===== config.mk =====
export PLATFORM = sky130hd
export DESIGN_NAME = ihp_packer
export DESIGN_NICKNAME = d
export VERILOG_FILES = /design/src/design/ihp_pkg.sv /design/src/design/ihp_reorder.sv /design/src/design/ihp_packer.sv
export VERILOG_INCLUDE_DIRS = /design/src /design/src/design
export SDC_FILE = /design/constraint.sdc
export NUM_CORES = 1
export LEC_CHECK = 0
export BUFFER_PORTS_ARGS = -buffer_cell sky130_fd_sc_hd__buf_2
export CORE_AREA = 10 10 88 90
export DETAILED_ROUTE_END_ITERATION = 10
export DIE_AREA = 0 0 98 100
export PLACE_DENSITY = 0.71
export SKIP_LAST_GASP = 1
export SYNTH_ARGS = -nofsm -noshare
export SYNTH_HDL_FRONTEND = slang
export SYNTH_SLANG_ARGS = --single-unit

===== constraint.sdc =====
create_clock -name CLK -period 3.2 [get_ports CLK]
set_input_delay 0.16 -clock CLK [delete_from_list [all_inputs] [get_ports CLK]]
set_output_delay 0.16 -clock CLK [all_outputs]
set_load 0.01 [all_outputs]

===== src/design/ihp_defines.svh =====
// Purpose: constants for the half-rate packet builder
// Assumes: included by bare name
// Notes: octet numbering 1..16, bit 8 is msb
`ifndef IHP_DEFINES_SVH
`define IHP_DEFINES_SVH
`define IHP_NUM_BITS       111
`define IHP_IDX_W          7
`define IHP_PKT_BITS       128
`define IHP_FTI_PATTERN    8'h00DF
`define IHP_FT_1265        4'h2
`define IHP_FT_885         4'h1
`define IHP_FT_660         4'h0
`define IHP_FQI_VALUE      1'b1
`define IHP_PAD_BITS       4
`define IHP_FT_W           4
`define IHP_OCTET_W        8
`define IHP_NUM_OCTETS     16
`define IHP_FT_POS         8
`define IHP_FQI_POS        12
`define IHP_SPEECH_POS     13
`define IHP_PAD_POS        124
`endif


===== src/design/ihp_pkg.sv =====
// Purpose: types for the half-rate packet builder
// Assumes: nothing
// Notes: packet is msb first, octet 1 in the top byte
package ihp_pkg;
    typedef enum logic [1:0] {
        IHP_MODE_660,
        IHP_MODE_885,
        IHP_MODE_1265,
        IHP_MODE_BAD
    } ihp_mode_e;
    typedef struct packed {
        logic [7:0]   frame_type_id;
        logic [3:0]   frame_type;
        logic         frame_quality_indicator;
        logic [110:0] speech;
        logic [3:0]   pad;
    } ihp_pkt_s;
    typedef struct packed {
        logic [110:0] bits;
        ihp_mode_e    mode;
    } ihp_src_s;
endpackage : ihp_pkg


===== src/design/ihp_reorder.sv =====
// Purpose: priority reordering of the source bits
// Assumes: tables are loaded as constants by parameter
// Notes: src bit 0 is the first generated source bit
`include "ihp_defines.svh"
module ihp_reorder #(
    parameter logic [776:0] TABLE0 = '0,
    parameter logic [776:0] TABLE1 = '0,
    parameter logic [776:0] TABLE2 = '0
) (
    input  wire logic [110:0]     src,
    input  wire ihp_pkg::ihp_mode_e mode,
    output logic [110:0]          data
);
    function automatic logic [6:0] lookup(input logic [776:0] t,
                                          input int j);
        lookup = t[j*`IHP_IDX_W +: `IHP_IDX_W];
    endfunction : lookup

    genvar j;
    generate
        for (j = 0; j < `IHP_NUM_BITS; j++) begin : g_bit
            always_comb begin
                unique case (mode)
                    ihp_pkg::IHP_MODE_1265:
                        data[j] = src[lookup(TABLE2, j)];
                    ihp_pkg::IHP_MODE_885:
                        data[j] = src[lookup(TABLE1, j)];
                    ihp_pkg::IHP_MODE_660:
                        data[j] = src[lookup(TABLE0, j)];
                    default:
                        data[j] = 1'b0;
                endcase
            end
        end
    endgenerate
endmodule : ihp_reorder


===== src/design/ihp_packer.sv =====
// Purpose: builds the 16-octet interoperable half-rate packet
// Assumes: source holds only bits that fit the frame, in order
// Notes: table entry j is the zero-based source index (table+1 - 1)
// Notes: mode code 3 is taken but yields no packet
// Notes: a stalled packet holds until the sink takes it
// Assumes: source and sink both on CLK, no synchronisers
// Contract
// - source bits in generation order, excess codebook dropped
// - 12.65 mode reorders by table two
// - 8.85 mode reorders by table one
// - first octet holds frame type identifier
// - 12.65 frame type code 0010
// - 8.85 frame type code 0001
// - quality indicator bit set to one
// - speech bits msb first from octet two
// - 6.60 mode table zero, code 0000
`include "ihp_defines.svh"
module ihp_packer #(
    parameter logic [776:0] TABLE0 = '0,
    parameter logic [776:0] TABLE1 = '0,
    parameter logic [776:0] TABLE2 = '0
) (
    input  wire logic               CLK,
    input  wire logic               RESETN,
    input  wire ihp_pkg::ihp_src_s  SRC,
    input  wire logic               SRC_VALID,
    output logic                    SRC_READY,
    output ihp_pkg::ihp_pkt_s       PKT,
    output logic                    PKT_VALID,
    input  wire logic               PKT_READY
);

    // packet field that a bit position belongs to
    typedef enum logic [2:0] {
        IHP_FLD_ID,
        IHP_FLD_TYPE,
        IHP_FLD_QUALITY,
        IHP_FLD_SPEECH,
        IHP_FLD_PAD
    } ihp_field_e;

    // reordered speech bits, D[0] first
    logic [`IHP_NUM_BITS-1:0]   data;

    // mode decode results
    logic [`IHP_FT_W-1:0]       ft_code;
    logic                       mode_ok;

    // handshake terms
    logic                       take;
    logic                       load;

    // next octets, octet 1 at index 0
    logic [`IHP_OCTET_W-1:0]    octet_next [`IHP_NUM_OCTETS];
    // stored octets and their flat view
    logic [`IHP_OCTET_W-1:0]    pkt_octet [`IHP_NUM_OCTETS];
    logic [`IHP_PKT_BITS-1:0]   pkt_flat;

    // legal interoperable modes only
    function automatic logic is_legal(
        input ihp_pkg::ihp_mode_e m
    );
        unique case (m)
            ihp_pkg::IHP_MODE_660: begin
                is_legal = 1'b1;
            end
            ihp_pkg::IHP_MODE_885: begin
                is_legal = 1'b1;
            end
            ihp_pkg::IHP_MODE_1265: begin
                is_legal = 1'b1;
            end
            default: begin
                is_legal = 1'b0;
            end
        endcase
    endfunction : is_legal

    // frame type code per mode
    function automatic logic [`IHP_FT_W-1:0] frame_type_of(
        input ihp_pkg::ihp_mode_e m
    );
        unique case (m)
            ihp_pkg::IHP_MODE_1265: begin
                frame_type_of = `IHP_FT_1265;
            end
            ihp_pkg::IHP_MODE_885: begin
                frame_type_of = `IHP_FT_885;
            end
            ihp_pkg::IHP_MODE_660: begin
                frame_type_of = `IHP_FT_660;
            end
            default: begin
                frame_type_of = `IHP_FT_660;
            end
        endcase
    endfunction : frame_type_of

    // field of packet bit pos, counted from the msb
    function automatic ihp_field_e field_of(
        input int pos
    );
        if (pos < `IHP_FT_POS) begin
            field_of = IHP_FLD_ID;
        end else if (pos < `IHP_FQI_POS) begin
            field_of = IHP_FLD_TYPE;
        end else if (pos == `IHP_FQI_POS) begin
            field_of = IHP_FLD_QUALITY;
        end else if (pos < `IHP_PAD_POS) begin
            field_of = IHP_FLD_SPEECH;
        end else begin
            field_of = IHP_FLD_PAD;
        end
    endfunction : field_of

    // value of octet n, bit 8 of the octet first
    function automatic logic [`IHP_OCTET_W-1:0] octet_value(
        input int                       n,
        input logic [`IHP_FT_W-1:0]     ft,
        input logic [`IHP_NUM_BITS-1:0] d
    );
        logic [`IHP_OCTET_W-1:0] fti;
        int                      pos;
        int                      msb;
        fti         = `IHP_FTI_PATTERN;
        octet_value = '0;
        for (int b = 0; b < `IHP_OCTET_W; b++) begin
            msb = `IHP_OCTET_W - 1 - b;
            pos = n * `IHP_OCTET_W + b;
            unique case (field_of(pos))
                IHP_FLD_ID: begin
                    octet_value[msb] = fti[msb];
                end
                IHP_FLD_TYPE: begin
                    octet_value[msb] = ft[`IHP_FQI_POS - 1 - pos];
                end
                IHP_FLD_QUALITY: begin
                    octet_value[msb] = `IHP_FQI_VALUE;
                end
                IHP_FLD_SPEECH: begin
                    octet_value[msb] = d[pos - `IHP_SPEECH_POS];
                end
                IHP_FLD_PAD: begin
                    octet_value[msb] = 1'b0;
                end
            endcase
        end
    endfunction : octet_value

    // top bit of octet n within the flat packet
    function automatic int octet_msb(
        input int n
    );
        octet_msb = `IHP_PKT_BITS - 1 - n * `IHP_OCTET_W;
    endfunction : octet_msb

    // priority reordering
    ihp_reorder #(
        .TABLE0 (TABLE0),
        .TABLE1 (TABLE1),
        .TABLE2 (TABLE2)
    ) u_reorder (
        .src  (SRC.bits),
        .mode (SRC.mode),
        .data (data)
    );

    // mode decode
    assign mode_ok = is_legal(SRC.mode);
    assign ft_code = frame_type_of(SRC.mode);

    // free slot, or the held packet leaves at this edge
    assign SRC_READY = !PKT_VALID || PKT_READY;
    assign take      = SRC_VALID && SRC_READY;
    assign load      = take && mode_ok;

    // next octets, built field by field
    genvar k;
    generate
        for (k = 0; k < `IHP_NUM_OCTETS; k++) begin : g_next
            always_comb begin
                octet_next[k] = octet_value(k, ft_code, data);
            end
        end
    endgenerate

    // valid flag, moves only when the slot is free or its packet leaves
    always_ff @(posedge CLK or negedge RESETN) begin
        if (!RESETN) begin
            PKT_VALID <= 1'b0;
        end else if (SRC_READY) begin
            PKT_VALID <= load;
        end
    end

    // octet storage, loaded whole on a legal take
    generate
        for (k = 0; k < `IHP_NUM_OCTETS; k++) begin : g_store
            always_ff @(posedge CLK or negedge RESETN) begin
                if (!RESETN) begin
                    pkt_octet[k] <= '0;
                end else if (load) begin
                    pkt_octet[k] <= octet_next[k];
                end
            end
        end
    endgenerate

    // flat view of the stored octets
    always_comb begin
        pkt_flat = '0;
        for (int n = 0; n < `IHP_NUM_OCTETS; n++) begin
            pkt_flat[octet_msb(n) -: `IHP_OCTET_W] = pkt_octet[n];
        end
    end

    // packet leaves straight from the octet flops
    assign PKT = ihp_pkg::ihp_pkt_s'(pkt_flat);
endmodule : ihp_packer


=== Yosys cells after proc, flatten, opt, wreduce, memory -nomap -nowiden ===
Index checks and enable logic that the tools add are counted.

* Bits in registers: 10
* Bits of input ports: 117
* Word-level logic and storage cells: 16

* Equality and inequality tests: 2
* Mux-type cells: 3
* Reduce and logical (&&, ||, !) cells: 6

{| class="wikitable"
|+ Operator list
! cell !! number
|-
| 2-bit case mux with 2 select lines || 1
|-
| 3-bit OR reduction || 1
|-
| 2-bit by 1-bit == test with 1-bit output, second input constant || 1
|-
| 2-bit == test, second input constant || 1
|-
| 1-bit logical AND || 2
|-
| 2-bit zero test || 1
|-
| 1-bit 2-to-1 mux || 2
|-
| 1-bit zero test || 1
|-
| 1-bit logical OR || 1
|}

=== Depth between registers and ports, before layout ===
Gate-level depths: netlist (run 1).

* Depth after elaboration: 4
* Depth in mapped cells: 4
* Depth with buffers taken out: 4

=== Cells and area by module ===
From an unflattened synthesis (run 1), not the netlist that was laid out.

* Cells, all modules: 377
* Area total of the unflattened synthesis: 5,566.6 sq um

{| class="wikitable"
|+ By module, submodules not included
! module !! instances !! cells an instance !! area each (sq um) !! seq. area each (sq um)
|-
| ihp_packer || 1 || 266 || 4,729.5 || 2,877.8
|-
| ihp_reorder || 1 || 111 || 837.1 || 0.0
|}

=== Worst setup path after synthesis (run 1) ===
Ideal clock, no wire load.

* Path type: register to output
* From: reg PKT[114] (netlist name)
* To: out PKT[100] (netlist bit)
* Data arrival time: 2.360 ns
* Path slack: 0.680 ns
* Cell stages (with the launch flop): 2
* Path buffers: 1
* Cell sequence: dfrtp_1 > buf_4

{| class="wikitable"
|+ RTL lines
! element !! line !! text
|-
| end: declaration || ihp_packer.sv:28 || <nowiki>output ihp_pkg::ihp_pkt_s PKT,</nowiki>
|}

==> metrics list, run 1 <==
* Power density normalized to cell area: 629 nW/µm²
- Clock tree synthesis inserted a total of 3 buffers.
* Top-level port count: 247
* Max clock buf depth: 2
* Commonest non-fill, non-tap cells in the layout: buf_2, conb_1, dfrtp_1
- The library cell used most frequently in the layout, excluding fill and tap cells, is buf_2.
* Min-delay src: SRC[2]
* Worst-path clk slew: 40 ps
- After layout, the minimum clock period comes to 1820 ps.
- For the pin with the worst max-slew slack, the measured transition is 1150 ps.
- STA puts the critical path data arrival time at 1660 ps.
- The share of total power dissipated in sequential elements is 17.5%.
- The design draws 0.665 mW.
- In the final timing run, aggregate negative setup slack is 0 ps.
* NumNets Final: 278
- In this run the register-to-register setup slack is 1750 ps.
- Synth unique cells: 15
- In this run the number of cells on the critical path is 1.
- Max frequency: 549 MHz
- Number of vias per cell after detailed routing: 2.86
- From left edge to right edge, the die measures 98 µm.
- Skew-Pair Late Insertion Delay: 220 ps
- Synthesis-to-finish area growth: -9.43%
- Together, buffers and inverters on the worst path number 1.
- Share of power burned in combinational logic: 64.6%
* Slew Limit Headroom: 23.7%
- Clock share of power: 18.0%
- Final Slew Violations: 0
- Number of H-tree levels: 1
* Antenna fix cells: 0
* Number of global-route vias before repair: 697
- Final RePlAce weighted congestion: 0.646
* Min-Delay Path Class: in2reg
- R2r worst-path depth: 1
* Antenna violations before repair: 0
* Routed wire length: 2560 µm
- Cell class contributing the biggest share of worst-path delay: flip-flops
* Number of buffer cells added on primary ports: 129
* Share of layout cells above drive strength 1: 86.9%
* Number of search-and-repair iterations in the first detailed-routing pass: 2
- Unrepaired setup endpoints after global routing: false
* Critical Path End Type: output pin
- Synthesis produced 144 cells.
- Post-Route Utilization: 17.2%
- The first routing iteration left 10 violations.
- Post-Syn Area: 1170 µm²
- After detailed routing, the number of remaining DRC violations is 0.
- Area enclosed by the die boundary: 9800 µm²
- Origin of the critical flop-to-flop path: PKT[114]
- Capturing instance or port of the critical path: PKT[28]
- Cell internal power was estimated by the tool at 0.339 mW.
- The detail route stage leaves a number of antenna-violating nets equal to 0.
* Highest fanout seen on the critical path: 112
* Vertical extent of the die: 100 µm
* Endpoints failing setup: 0
* WL/cell: 10.8 µm
* Worst supply voltage drop on vdd: 0.000332 V
* Setup crit start: PKT[114]
* Reported max-cap violation count: 0
- Status: finished clean
- Summed over all nets, the switching power comes to 0.326 mW.
- Detailed-placement wirelength estimate: 2290 µm
* Initial core utilization: 19.0%
- The root buffer cell chosen for the clock tree is clkbuf_8.
- The first global-routing pass estimated 3650 µm of wire.
* Core Rows: 29
- Global routing used 4.28% of the available tracks.
* Number of fillers in the final layout: 673
- Of the available clock period, the critical path in the final layout requires 57.0%.
* Delay of the slowest cell on the worst path: 1090 ps
- Hold Fails Final Rpt: 0
- Standard cell core area: 6130 µm²
- On the final layout, the worst clock skew is 0.302 ps.
- Number of synthesized register bits: 5
* End of the worst register-to-register path: PKT[114]
- In this run, post-CTS repair resized a total of 0 instances.
- Pin count of the biggest net entering global routing: 113
* Switching Fraction: 49.0%
* Required time worst endpoint: 3040 ps
* Slowest CP cell: dfrtp_2
- By startpoint and endpoint, the worst setup path is classified as reg2out.
- In this run the mean area of a mapped cell was 8.11 µm².
- For this design the static power due to leakage is 0.654 nW.
- Number of sinks on the clock net: 5
- Via count: 678
* Yosys warning count: 0
- Cell breakdown of the critical path: buf_2
- Worst setup SP type: flop
- TritonCTS built the clock tree.
- Gr ovfl total: 0
- Portion of the post-synthesis area used by sequential elements: 10.7%
==> per-stage QoR <==
| step | area (µm²) | hold WS, ps | std cells | setup WS (ps) |
|---|---|---|---|---|
| final | 1060 | 166 | 237 | 1380 |
| after detailed placement | 1000 | -16.8 | 232 | 1540 |
| after CTS | 1060 | 167 | 237 | 1300 |
| after global routing | 1060 | 181 | 237 | 1130 |
| after global placement | 1000 | -26.5 | 232 | 1620 |
| after floorplan | 1190 | -136 | 150 | 680 |
==> power groups by stage <==
| stage | clock [mW] | sequential, mW | combinational [mW] |
|---|---|---|---|
| CTS | 0.121 | 0.121 | 0.444 |
| finish | 0.119 | 0.116 | 0.429 |
| global placement | 0 | 0.117 | 0.440 |
| detailed placement | 0 | 0.121 | 0.443 |
| global route | 0.123 | 0.128 | 0.465 |
| floorplan | 0 | 0.126 | 0.554 |
==> layout make-up <==
| type | instances | area (µm²) | share of cell area [%] |
|---|---|---|---|
| Timing Repair Buffer | 130 | 656 | 62.0 |
| Sequential cell | 5 | 126 | 12.0 |
| Multi-Input combinational cell | 18 | 120 | 11.4 |
| Tap cell | 77 | 96.3 | 9.11 |
| Clock buffer | 4 | 45.0 | 4.26 |
| Inverter | 3 | 13.8 | 1.30 |
==> metal layers <==
| metal | track usage, % | vias to the layer above | wire length (µm) |
|---|---|---|---|
| li1 | - | 337 | - |
| met1 | 2.70 | 265 | 661 |
| met2 | 8.07 | 74 | 1230 |
| met3 | 4.05 | 2 | 640 |
| met4 | 1.68 | 0 | 21 |
| met5 | 0 | - | 0 |
==> worst min-delay path by stage <==
stage / slack [ps] / depth (start not counted) / to
floorplan: -140 / 0 / PKT[114]
global placement: -30 / 1 / PKT_VALID
detailed placement: -20 / 1 / PKT[117]
CTS: 170 / 2 / PKT[114]
global route: 180 / 2 / PKT[114]
finish: 170 / 2 / PKT[114]
==> cell usage after synthesis, drive strengths merged <==
cell type / n / area, µm²
a31oi: 1 / 6.26
buf: 124 / 931
conb: 1 / 3.75
dfrtp: 5 / 125
inv: 3 / 13.8
mux2: 1 / 15.0
nand2: 3 / 11.3
nand2b: 1 / 6.26
nand3: 1 / 17.5
nor2: 1 / 3.75
nor2b: 1 / 13.8
nor3: 1 / 10.0
o32a: 1 / 10.0
==> sequential cells by signal (all words and copies together) (netlist names) <==
register / cells
PKT_VALID: 1
PKT: 4
==> kinds of logic (layout without fill, tap and decap cells) <==
logic type      Yosys count  count (layout)  synth area share (%)
other cells               1               7                 0.321
compound gates            2               2                  1.39
flops                     5               5                  10.7
mux                       1               1                  1.29
buf+inv                 127             137                  80.9
simple gates              8               8                  5.36
==> repair_timing <==
item	CTS	global route
hold endpoints to repair	5	0
setup endpoints to repair	0	0
hold buffers	1	0
buffers inserted	0	0
Note: power is estimated with default switching activity, not from simulation.
==> run 2, diff against run 1 <==
--- a/config.mk
+++ b/config.mk
@@ -7,10 +7,10 @@
 export NUM_CORES = 1
 export LEC_CHECK = 0
 export BUFFER_PORTS_ARGS = -buffer_cell sky130_fd_sc_hd__buf_2
-export CORE_AREA = 10 10 88 90
+export CORE_AREA = 10 10 87 89
 export DETAILED_ROUTE_END_ITERATION = 10
-export DIE_AREA = 0 0 98 100
-export PLACE_DENSITY = 0.71
+export DIE_AREA = 0 0 97 99
+export PLACE_DENSITY = 0.75
 export SKIP_LAST_GASP = 1
 export SYNTH_ARGS = -nofsm -noshare
 export SYNTH_HDL_FRONTEND = slang
==> constraint.sdc (replaced) <==
create_clock -name CLK -period 1.6 [get_ports CLK]
set_input_delay 0.08 -clock CLK [delete_from_list [all_inputs] [get_ports CLK]]
set_output_delay 0.08 -clock CLK [all_outputs]
set_load 0.01 [all_outputs]
==> metrics list, run 2 (synthesized netlist as in run 1, its figures left out) <==
* Slack of the critical path: 211 ps (-1170 ps)
- CP bufs+invs: 2 (+1)
* Antenna violations before repair: 0 (unchanged)
- Clock share of power: 17.4% (-0.6 points)
- The switching part of the total came to 49.2% (+0.15 points).
- WL/cell: 12.4 µm (+15%)
- Number of sinks on the clock net: 5 (unchanged)
- The number of slew-limit violations in the final report was 0 (unchanged).
- The worst setup path is of the reg2out kind.
* Worst setup SP type: flop
- The starting DRC count in detailed routing is 1 (-9).
- The share of layout cells above drive strength 1 was 87.0% (about the same).
- Vertical extent of the die: 99 µm (-1.0%)
* Reported leakage power: 0.663 nW (+1.4%)
* Instance count on the critical path: 2 (+1)
- The overall die area was 9600 µm² (-2.0%).
- Post-route DRC violation count: 0 (unchanged)
- Status: finished clean
- The number of placed instances, taps included is 230 (-0.86%).
- Worst Hold Path Cells: 2 (unchanged)
- Unrepaired setup endpoints after global routing: false
- First-pass GRT wire length: 4000 µm (+9.6%)
- The worst clock skew is 0.391 ps (+0.0894 ps).
- Max clock buf depth: 2 (unchanged)
* Standard cell core area: 5850 µm² (-4.6%)
- Among cell families on the critical path, the largest total delay comes from flip-flops.
* Antenna fix cells: 0 (unchanged)
- The post-route total power came to 1.35 mW (+100%).
- The logic depth of the worst register-to-register path was 2 (+1).
- The pin count of the biggest net entering global routing was 113 (unchanged).
- Number of buffer cells added on primary ports: 129 (unchanged)
- The total number of placement rows was 28 (-3.4%).
* Post-Route Utilization: 18.4% (+1.2 points)
* Endpoints failing setup: 0 (unchanged)
- The starting density of the core came to 20.0% (+0.92 points).
- Gr ovfl total: 0 (unchanged)
* Min-Delay Path Class: in2reg
* Setup TNS: 0 ps (unchanged)
* Highest fanout seen on the critical path: 57 (-49%)
* Worst supply voltage drop on vdd: 0.000435 V (+31%)
- Number of nets with antenna violations after detailed routing: 0 (unchanged)
- The via density per instance came to 3.04 (+6.3%).
- Power density normalized to cell area: 1260 nW/µm² (+100%)
- Synthesis-to-finish area growth: -7.72%
- NumNets Final: 279 (+0.36%)
- Number of H-tree levels: 1 (unchanged)
- Max frequency: 720 MHz
- Tot GR Track Use: 4.85% (+0.57 points)
- After layout, the minimum clock period comes to 1390 ps.
- Hold Fails Final Rpt: 0 (unchanged)
* Pre-CTS WS: 342 ps (-1200 ps)
- Most common cell after layout, fill and taps aside: buf_2
- The number of max-cap violations is 0 (unchanged).
- The required time at the endpoint of the critical path came to 1520 ps (-1520 ps).
- Via count: 718 (+5.9%)
- Clock buffer count from CTS: 3 (unchanged)
- The switching power is 0.666 mW (+100%).
- Post-route fraction of the period consumed by the critical path: 86.8%
- Largest register FFs: 4 (unchanged)
* Final RePlAce weighted congestion: 0.587 (-9.1%)
- Share of power burned in combinational logic: 67.8% (+3.2 points)
- Critical Path End Type: output pin
* CTS tree: yes
* Final cell count without fillers: 236 (-0.42%)
- Register share of total power: 14.8% (-2.7 points)
- Commonest non-fill, non-tap cells in the layout: buf_2, conb_1, dfrtp_1
* Cell-internal power: 0.688 mW (+100%)
- Worst-path clk slew: 40 ps (about the same)
- The number of detailed-routing iterations run before antenna repair is 2 (unchanged).
* Die extent in x: 97 µm (-1.0%)
- Walking the worst path, the cells encountered are buf_12, buf_2.
- Root cell of the clock tree: clkbuf_8
* Worst path arrival time: 1310 ps (-350 ps)
- Number of global-route vias before repair: 765 (+9.8%)
- Number of fillers in the final layout: 659 (-2.1%)
- The routed wire length was 2940 µm (+15%).
- Delay of the slowest cell on the worst path: 660 ps (-430 ps)
- The largest individual stage delay along the critical path comes from the cell dfrtp_4.
- The count of boundary I/O pins was 247 (unchanged).
- The clock latency reported for the late side of the worst-skew pair is 220 ps (about the same).
## run 2: cell count changes in the layout (fill, tap and decap cells not counted)
cell     change
dfrtp_2      -1
dfrtp_4      +1
buf_12       +1
## run 2: per-layer routing
| layer | vias to the layer above | global-route usage (%) | share of wire [%] |
|---|---|---|---|
| met3 | 2 | 4.54 | 22 |
| met4 | 0 | 1.70 | 0.24 |
| li1 | 342 | - | - |
| met1 | 295 | 3.44 | 28 |
| met5 | - | 0 | 0 |
| met2 | 79 | 8.80 | 50 |
## run 2: final timing paths
check | to | start | slack, ps
max | PKT[63] | PKT[114] | 210
min | PKT[114] | SRC[2] | 100
max reg2reg | PKT[114] | PKT[114] | 340
min reg2reg | PKT[116] | PKT[116] | 540
max in group asynchronous | PKT[114] | RESETN | 1230
min in group asynchronous | PKT[117] | RESETN | 220
## run 2: layout make-up
class,count,area [µm²],area share (%)
clock buffers,4,45.0,4.18
inverters,3,13.8,1.28
multi-input cells,18,120,11.1
flip-flops and latches,5,129,12.0
well taps,75,93.8,8.71
repair buffers,131,676,62.7
## run 2: per-stage QoR
step,cell area [µm²],hold slack (ps)
3_3_place_gp,1000,-104
5_1_grt,1080,97.1
6_report,1080,101
2_1_floorplan,1190,-216
3_5_place_dp,1000,-96.6
4_1_cts,1060,100
## run 2: power groups by stage
| stage | Clock, mW | Sequential, mW | Combinational (mW) |
|---|---|---|---|
| floorplan | 0 | 0.257 | 1.02 |
| global placement | 0 | 0.237 | 0.875 |
| CTS | 0.241 | 0.245 | 0.881 |
| global route | 0.252 | 0.222 | 0.994 |
| detailed placement | 0 | 0.246 | 0.879 |
| finish | 0.236 | 0.200 | 0.919 |
## run 2: timing repair
action / in CTS / in global routing
endpoints found under the hold margin: 5 / 0
hold buffers: 1 / 0
gates resized for setup: 0 / 0
setup buffers: 0 / 1
endpoints found under the setup margin: 0 / 111
==> run 3, diff against run 2 <==
--- a/config.mk
+++ b/config.mk
@@ -6,11 +6,12 @@
 export SDC_FILE = /design/constraint.sdc
 export NUM_CORES = 1
 export LEC_CHECK = 0
+export ABC_AREA = 1
 export BUFFER_PORTS_ARGS = -buffer_cell sky130_fd_sc_hd__buf_2
-export CORE_AREA = 10 10 87 89
+export CORE_AREA = 10 10 88 90
 export DETAILED_ROUTE_END_ITERATION = 10
-export DIE_AREA = 0 0 97 99
-export PLACE_DENSITY = 0.75
+export DIE_AREA = 0 0 98 100
+export PLACE_DENSITY = 0.73
 export SKIP_LAST_GASP = 1
 export SYNTH_ARGS = -nofsm -noshare
 export SYNTH_HDL_FRONTEND = slang
==> metrics list, run 3 <==
- The initial antenna violation count came to 0 (unchanged).
- Post-synthesis area per instance: 7.76 µm² (-4.3%)
* Endpoints failing setup: 0 (unchanged)
- The number of placed instances, taps included came to 237 (+3.0%).
- Standard cell core area: 6130 µm² (+4.8%)
- Power density normalized to cell area: 1190 nW/µm² (-5.3%)
* Worst supply voltage drop on vdd: 0.000562 V (+29%)
* Final setup skew: 1.67 ps (+1.28 ps)
- The clock latency reported for the late side of the worst-skew pair came to 220 ps (about the same).
- Worst path arrival time: 1240 ps (-70 ps)
- The starting density of the core was 18.7% (-1.2 points).
* Setup crit start: PKT[114]
- The number of unique standard cell types used by synthesis was 8 (-7).
- The routability congestion estimate came to 0.715 (+22%).
- The fmax came to 756 MHz (+5.0%).
- The detailed-route DRC error count was 0 (unchanged).
* Antenna fix cells: 0 (unchanged)
- The via density per instance is 2.90 (-4.5%).
- Walking the worst path, the cells encountered are buf_12, buf_2.
- Required time worst endpoint: 1520 ps (about the same)
- The part of the total power dissipated in sequential elements came to 14.2% (-0.6 points).
* Portion of the post-synthesis area used by sequential elements: 10.9% (+0.18 points)
- The number of routed nets with antenna violations came to 0 (unchanged).
- The count of port buffers added during placement is 129 (unchanged).
- Cell class contributing the biggest share of worst-path delay: flip-flops
- Number of synthesized register bits: 5 (unchanged)
* Shortest period the worst path allows: 1320 ps (-66.1 ps)
* Number of global-route vias before repair: 672 (-12%)
- The die extent in x is 98 µm (+1.0%).
* Top cell type's share of synthesized area: 81.0% (+1.3 points)
- Worst setup SP type: flop
* Number of search-and-repair iterations in the first detailed-routing pass: 2 (unchanged)
* Leading area contributor after synthesis: buf_4
* Share of layout cells above drive strength 1: 82.4% (-4.5 points)
* Area enclosed by the die boundary: 9800 µm² (+2.1%)
- Leading cell type by number of instances after synthesis: buf_4
- Fraction of registers with async set/reset: 100% (unchanged)
* Min-delay src: SRC[2]
- The number of max-cap violations came to 0 (unchanged).
* Clock buffer count from CTS: 3 (unchanged)
- The pin count of the biggest net entering global routing was 80 (-29%).
- The sum of buffers and inverters on the critical path was 2 (unchanged).
- The maximum cell stage delay along the critical path came to 570 ps (-90 ps).
* Switching Fraction: 48.4% (-0.76 points)
- The total grt overflow came to 0 (unchanged).
* Root cell of the clock tree: clkbuf_8
- Core Rows: 29 (+3.6%)
* Synthesis-to-finish area growth: -7.63% (about the same)
- First-pass GRT wire length: 3810 µm (-4.8%)
- The maximum net fanout on the critical path was 79 (+39%).
* Top-level port count: 247 (unchanged)
- The net count reported at finish was 283 (+1.4%).
- The worst register-to-register path begins at PKT_VALID.
* Tot GR Track Use: 4.53% (-0.32 points)
- Hold Fails Final Rpt: 0 (unchanged)
* Setup TNS: 0 ps (unchanged)
- Post-Syn Area: 1150 µm² (-1.6%)
- Syn Inst Count: 148 (+2.8%)
- The register clock-pin slew on the reported worst setup and hold paths came to 40 ps (about the same).
- The number of sinks on the clock net came to 5 (unchanged).
- The wire-length estimate of the detail-placed layout is 2410 µm.
- The number of enable-type register cells in the synthesized netlist came to 0 (unchanged).
* Min-Delay Path Class: in2reg
- The mean routed wirelength per cell was 11.1 µm (-11%).
* Tot Pwr: 1.26 mW (-6.7%)
- Share of power burned in combinational logic: 67.4% (-0.4 points)
* Number of H-tree levels: 1 (unchanged)
- The number of flip-flops in the largest register was 4 (unchanged).
- The run finished with clean final reports.
- In the layout the commonest cells are buf_2, nand2_1, conb_1.
- Post-route fraction of the period consumed by the critical path: 82.7% (-4.1 points)
* Unrepaired setup endpoints after global routing: false
* Yosys warning count: 0 (unchanged)
* Leading register cell type out of synthesis: dfrtp_1
- Most common cell after layout, fill and taps aside: buf_2
* Violation count after the first detailed-routing iteration: 11 (+10)
- Slowest CP cell: dfrtp_4
- Reported leakage power: 0.731 nW (+10%)
* Cell-internal power: 0.652 mW (-5.3%)
- The critical path in this run is classified as reg2out.
- Critical Path End Type: output pin
* Net switching power: 0.612 mW (-8.1%)
- The setup fix buffers added after clock tree synthesis was 0 (unchanged).
- The setup slack of the most critical reg-to-reg path was 740 ps (+400 ps).
* Max clock buf depth: 2 (unchanged)
- The die extent in y was 100 µm (+1.0%).
- In the synthesized netlist, the cells that appear most often are buf_4, nand2_1, dfrtp_1.
- Post-CTS resize count: 0 (unchanged)
- Final Slew Violations: 0 (unchanged)
- TritonCTS built the clock tree.
- The portion of total power attributed to the clock network was 18.4% (+1.0 points).
* Via count: 703 (-2.1%)
- Routed wire length: 2690 µm (-8.4%)
- Largest cells by area after synthesis: buf_4, dfrtp_1, nand2_1
- The post-layout instance count excluding filler cells was 242 (+2.5%).
==> run 3: per-layer routing <==
layer	GRT usage [%]	up-vias	part of all wire, %
met3	4.95	0	25
met2	8.48	69	50
met5	0	-	0
li1	-	352	-
met1	2.79	282	25
met4	1.01	0	0
==> run 3: cell families after synthesis <==
family,synth area share [%]
DFF,10.9
other,0.326
and+or+nand+nor,6.43
buffers and inverters,82.4
==> run 3: path summary, 6_finish.rpt <==
path / to / depth (start not counted)
min: PKT[114] / 3
min reg2reg: PKT[117] / 2
max reg2reg: PKT[117] / 4
min in group asynchronous: PKT[114] / 2
max: PKT[105] / 2
max in group asynchronous: PKT[114] / 2
==> run 3: timing repair <==
action | CTS | global route
hold endpoints to repair | 5 | 0
hold buffers | 1 | 0
endpoints found under the setup margin | 0 | 0
==> run 3: metrics by stage <==
step / hold WS [ps] / setup slack, ps / utilization (%) / area (µm²)
2_1_floorplan: -216 / 335 / - / 1170
6_report: 126 / 278 / 17.3 / 1060
3_3_place_gp: -107 / 511 / 16.4 / 1010
4_1_cts: 123 / 233 / 17.3 / 1060
5_1_grt: 135 / 162 / 17.3 / 1060
3_5_place_dp: -96.3 / 472 / 16.4 / 1010
==> run 3: power groups by stage <==
stage | Sequential, mW | Clock [mW] | Combinational [mW]
floorplan | 0.249 | 0 | 0.937
global placement | 0.180 | 0 | 0.871
detailed placement | 0.184 | 0 | 0.877
CTS | 0.182 | 0.239 | 0.879
global route | 0.187 | 0.253 | 0.928
finish | 0.179 | 0.232 | 0.852
==> run 3: final cells by class <==
type | instances | area, µm²
flip-flops and latches | 5 | 129
clock buffers | 4 | 45.0
multi-input cells | 21 | 100
repair buffers | 131 | 676
well taps | 77 | 96.3
inverters | 4 | 15.0
fillers | 687 | 5070
==> run 3: worst min-delay path, cell delays in order <==
cell and delay (ps):
buf_2 100, nand4_1 80, nand2_1 50
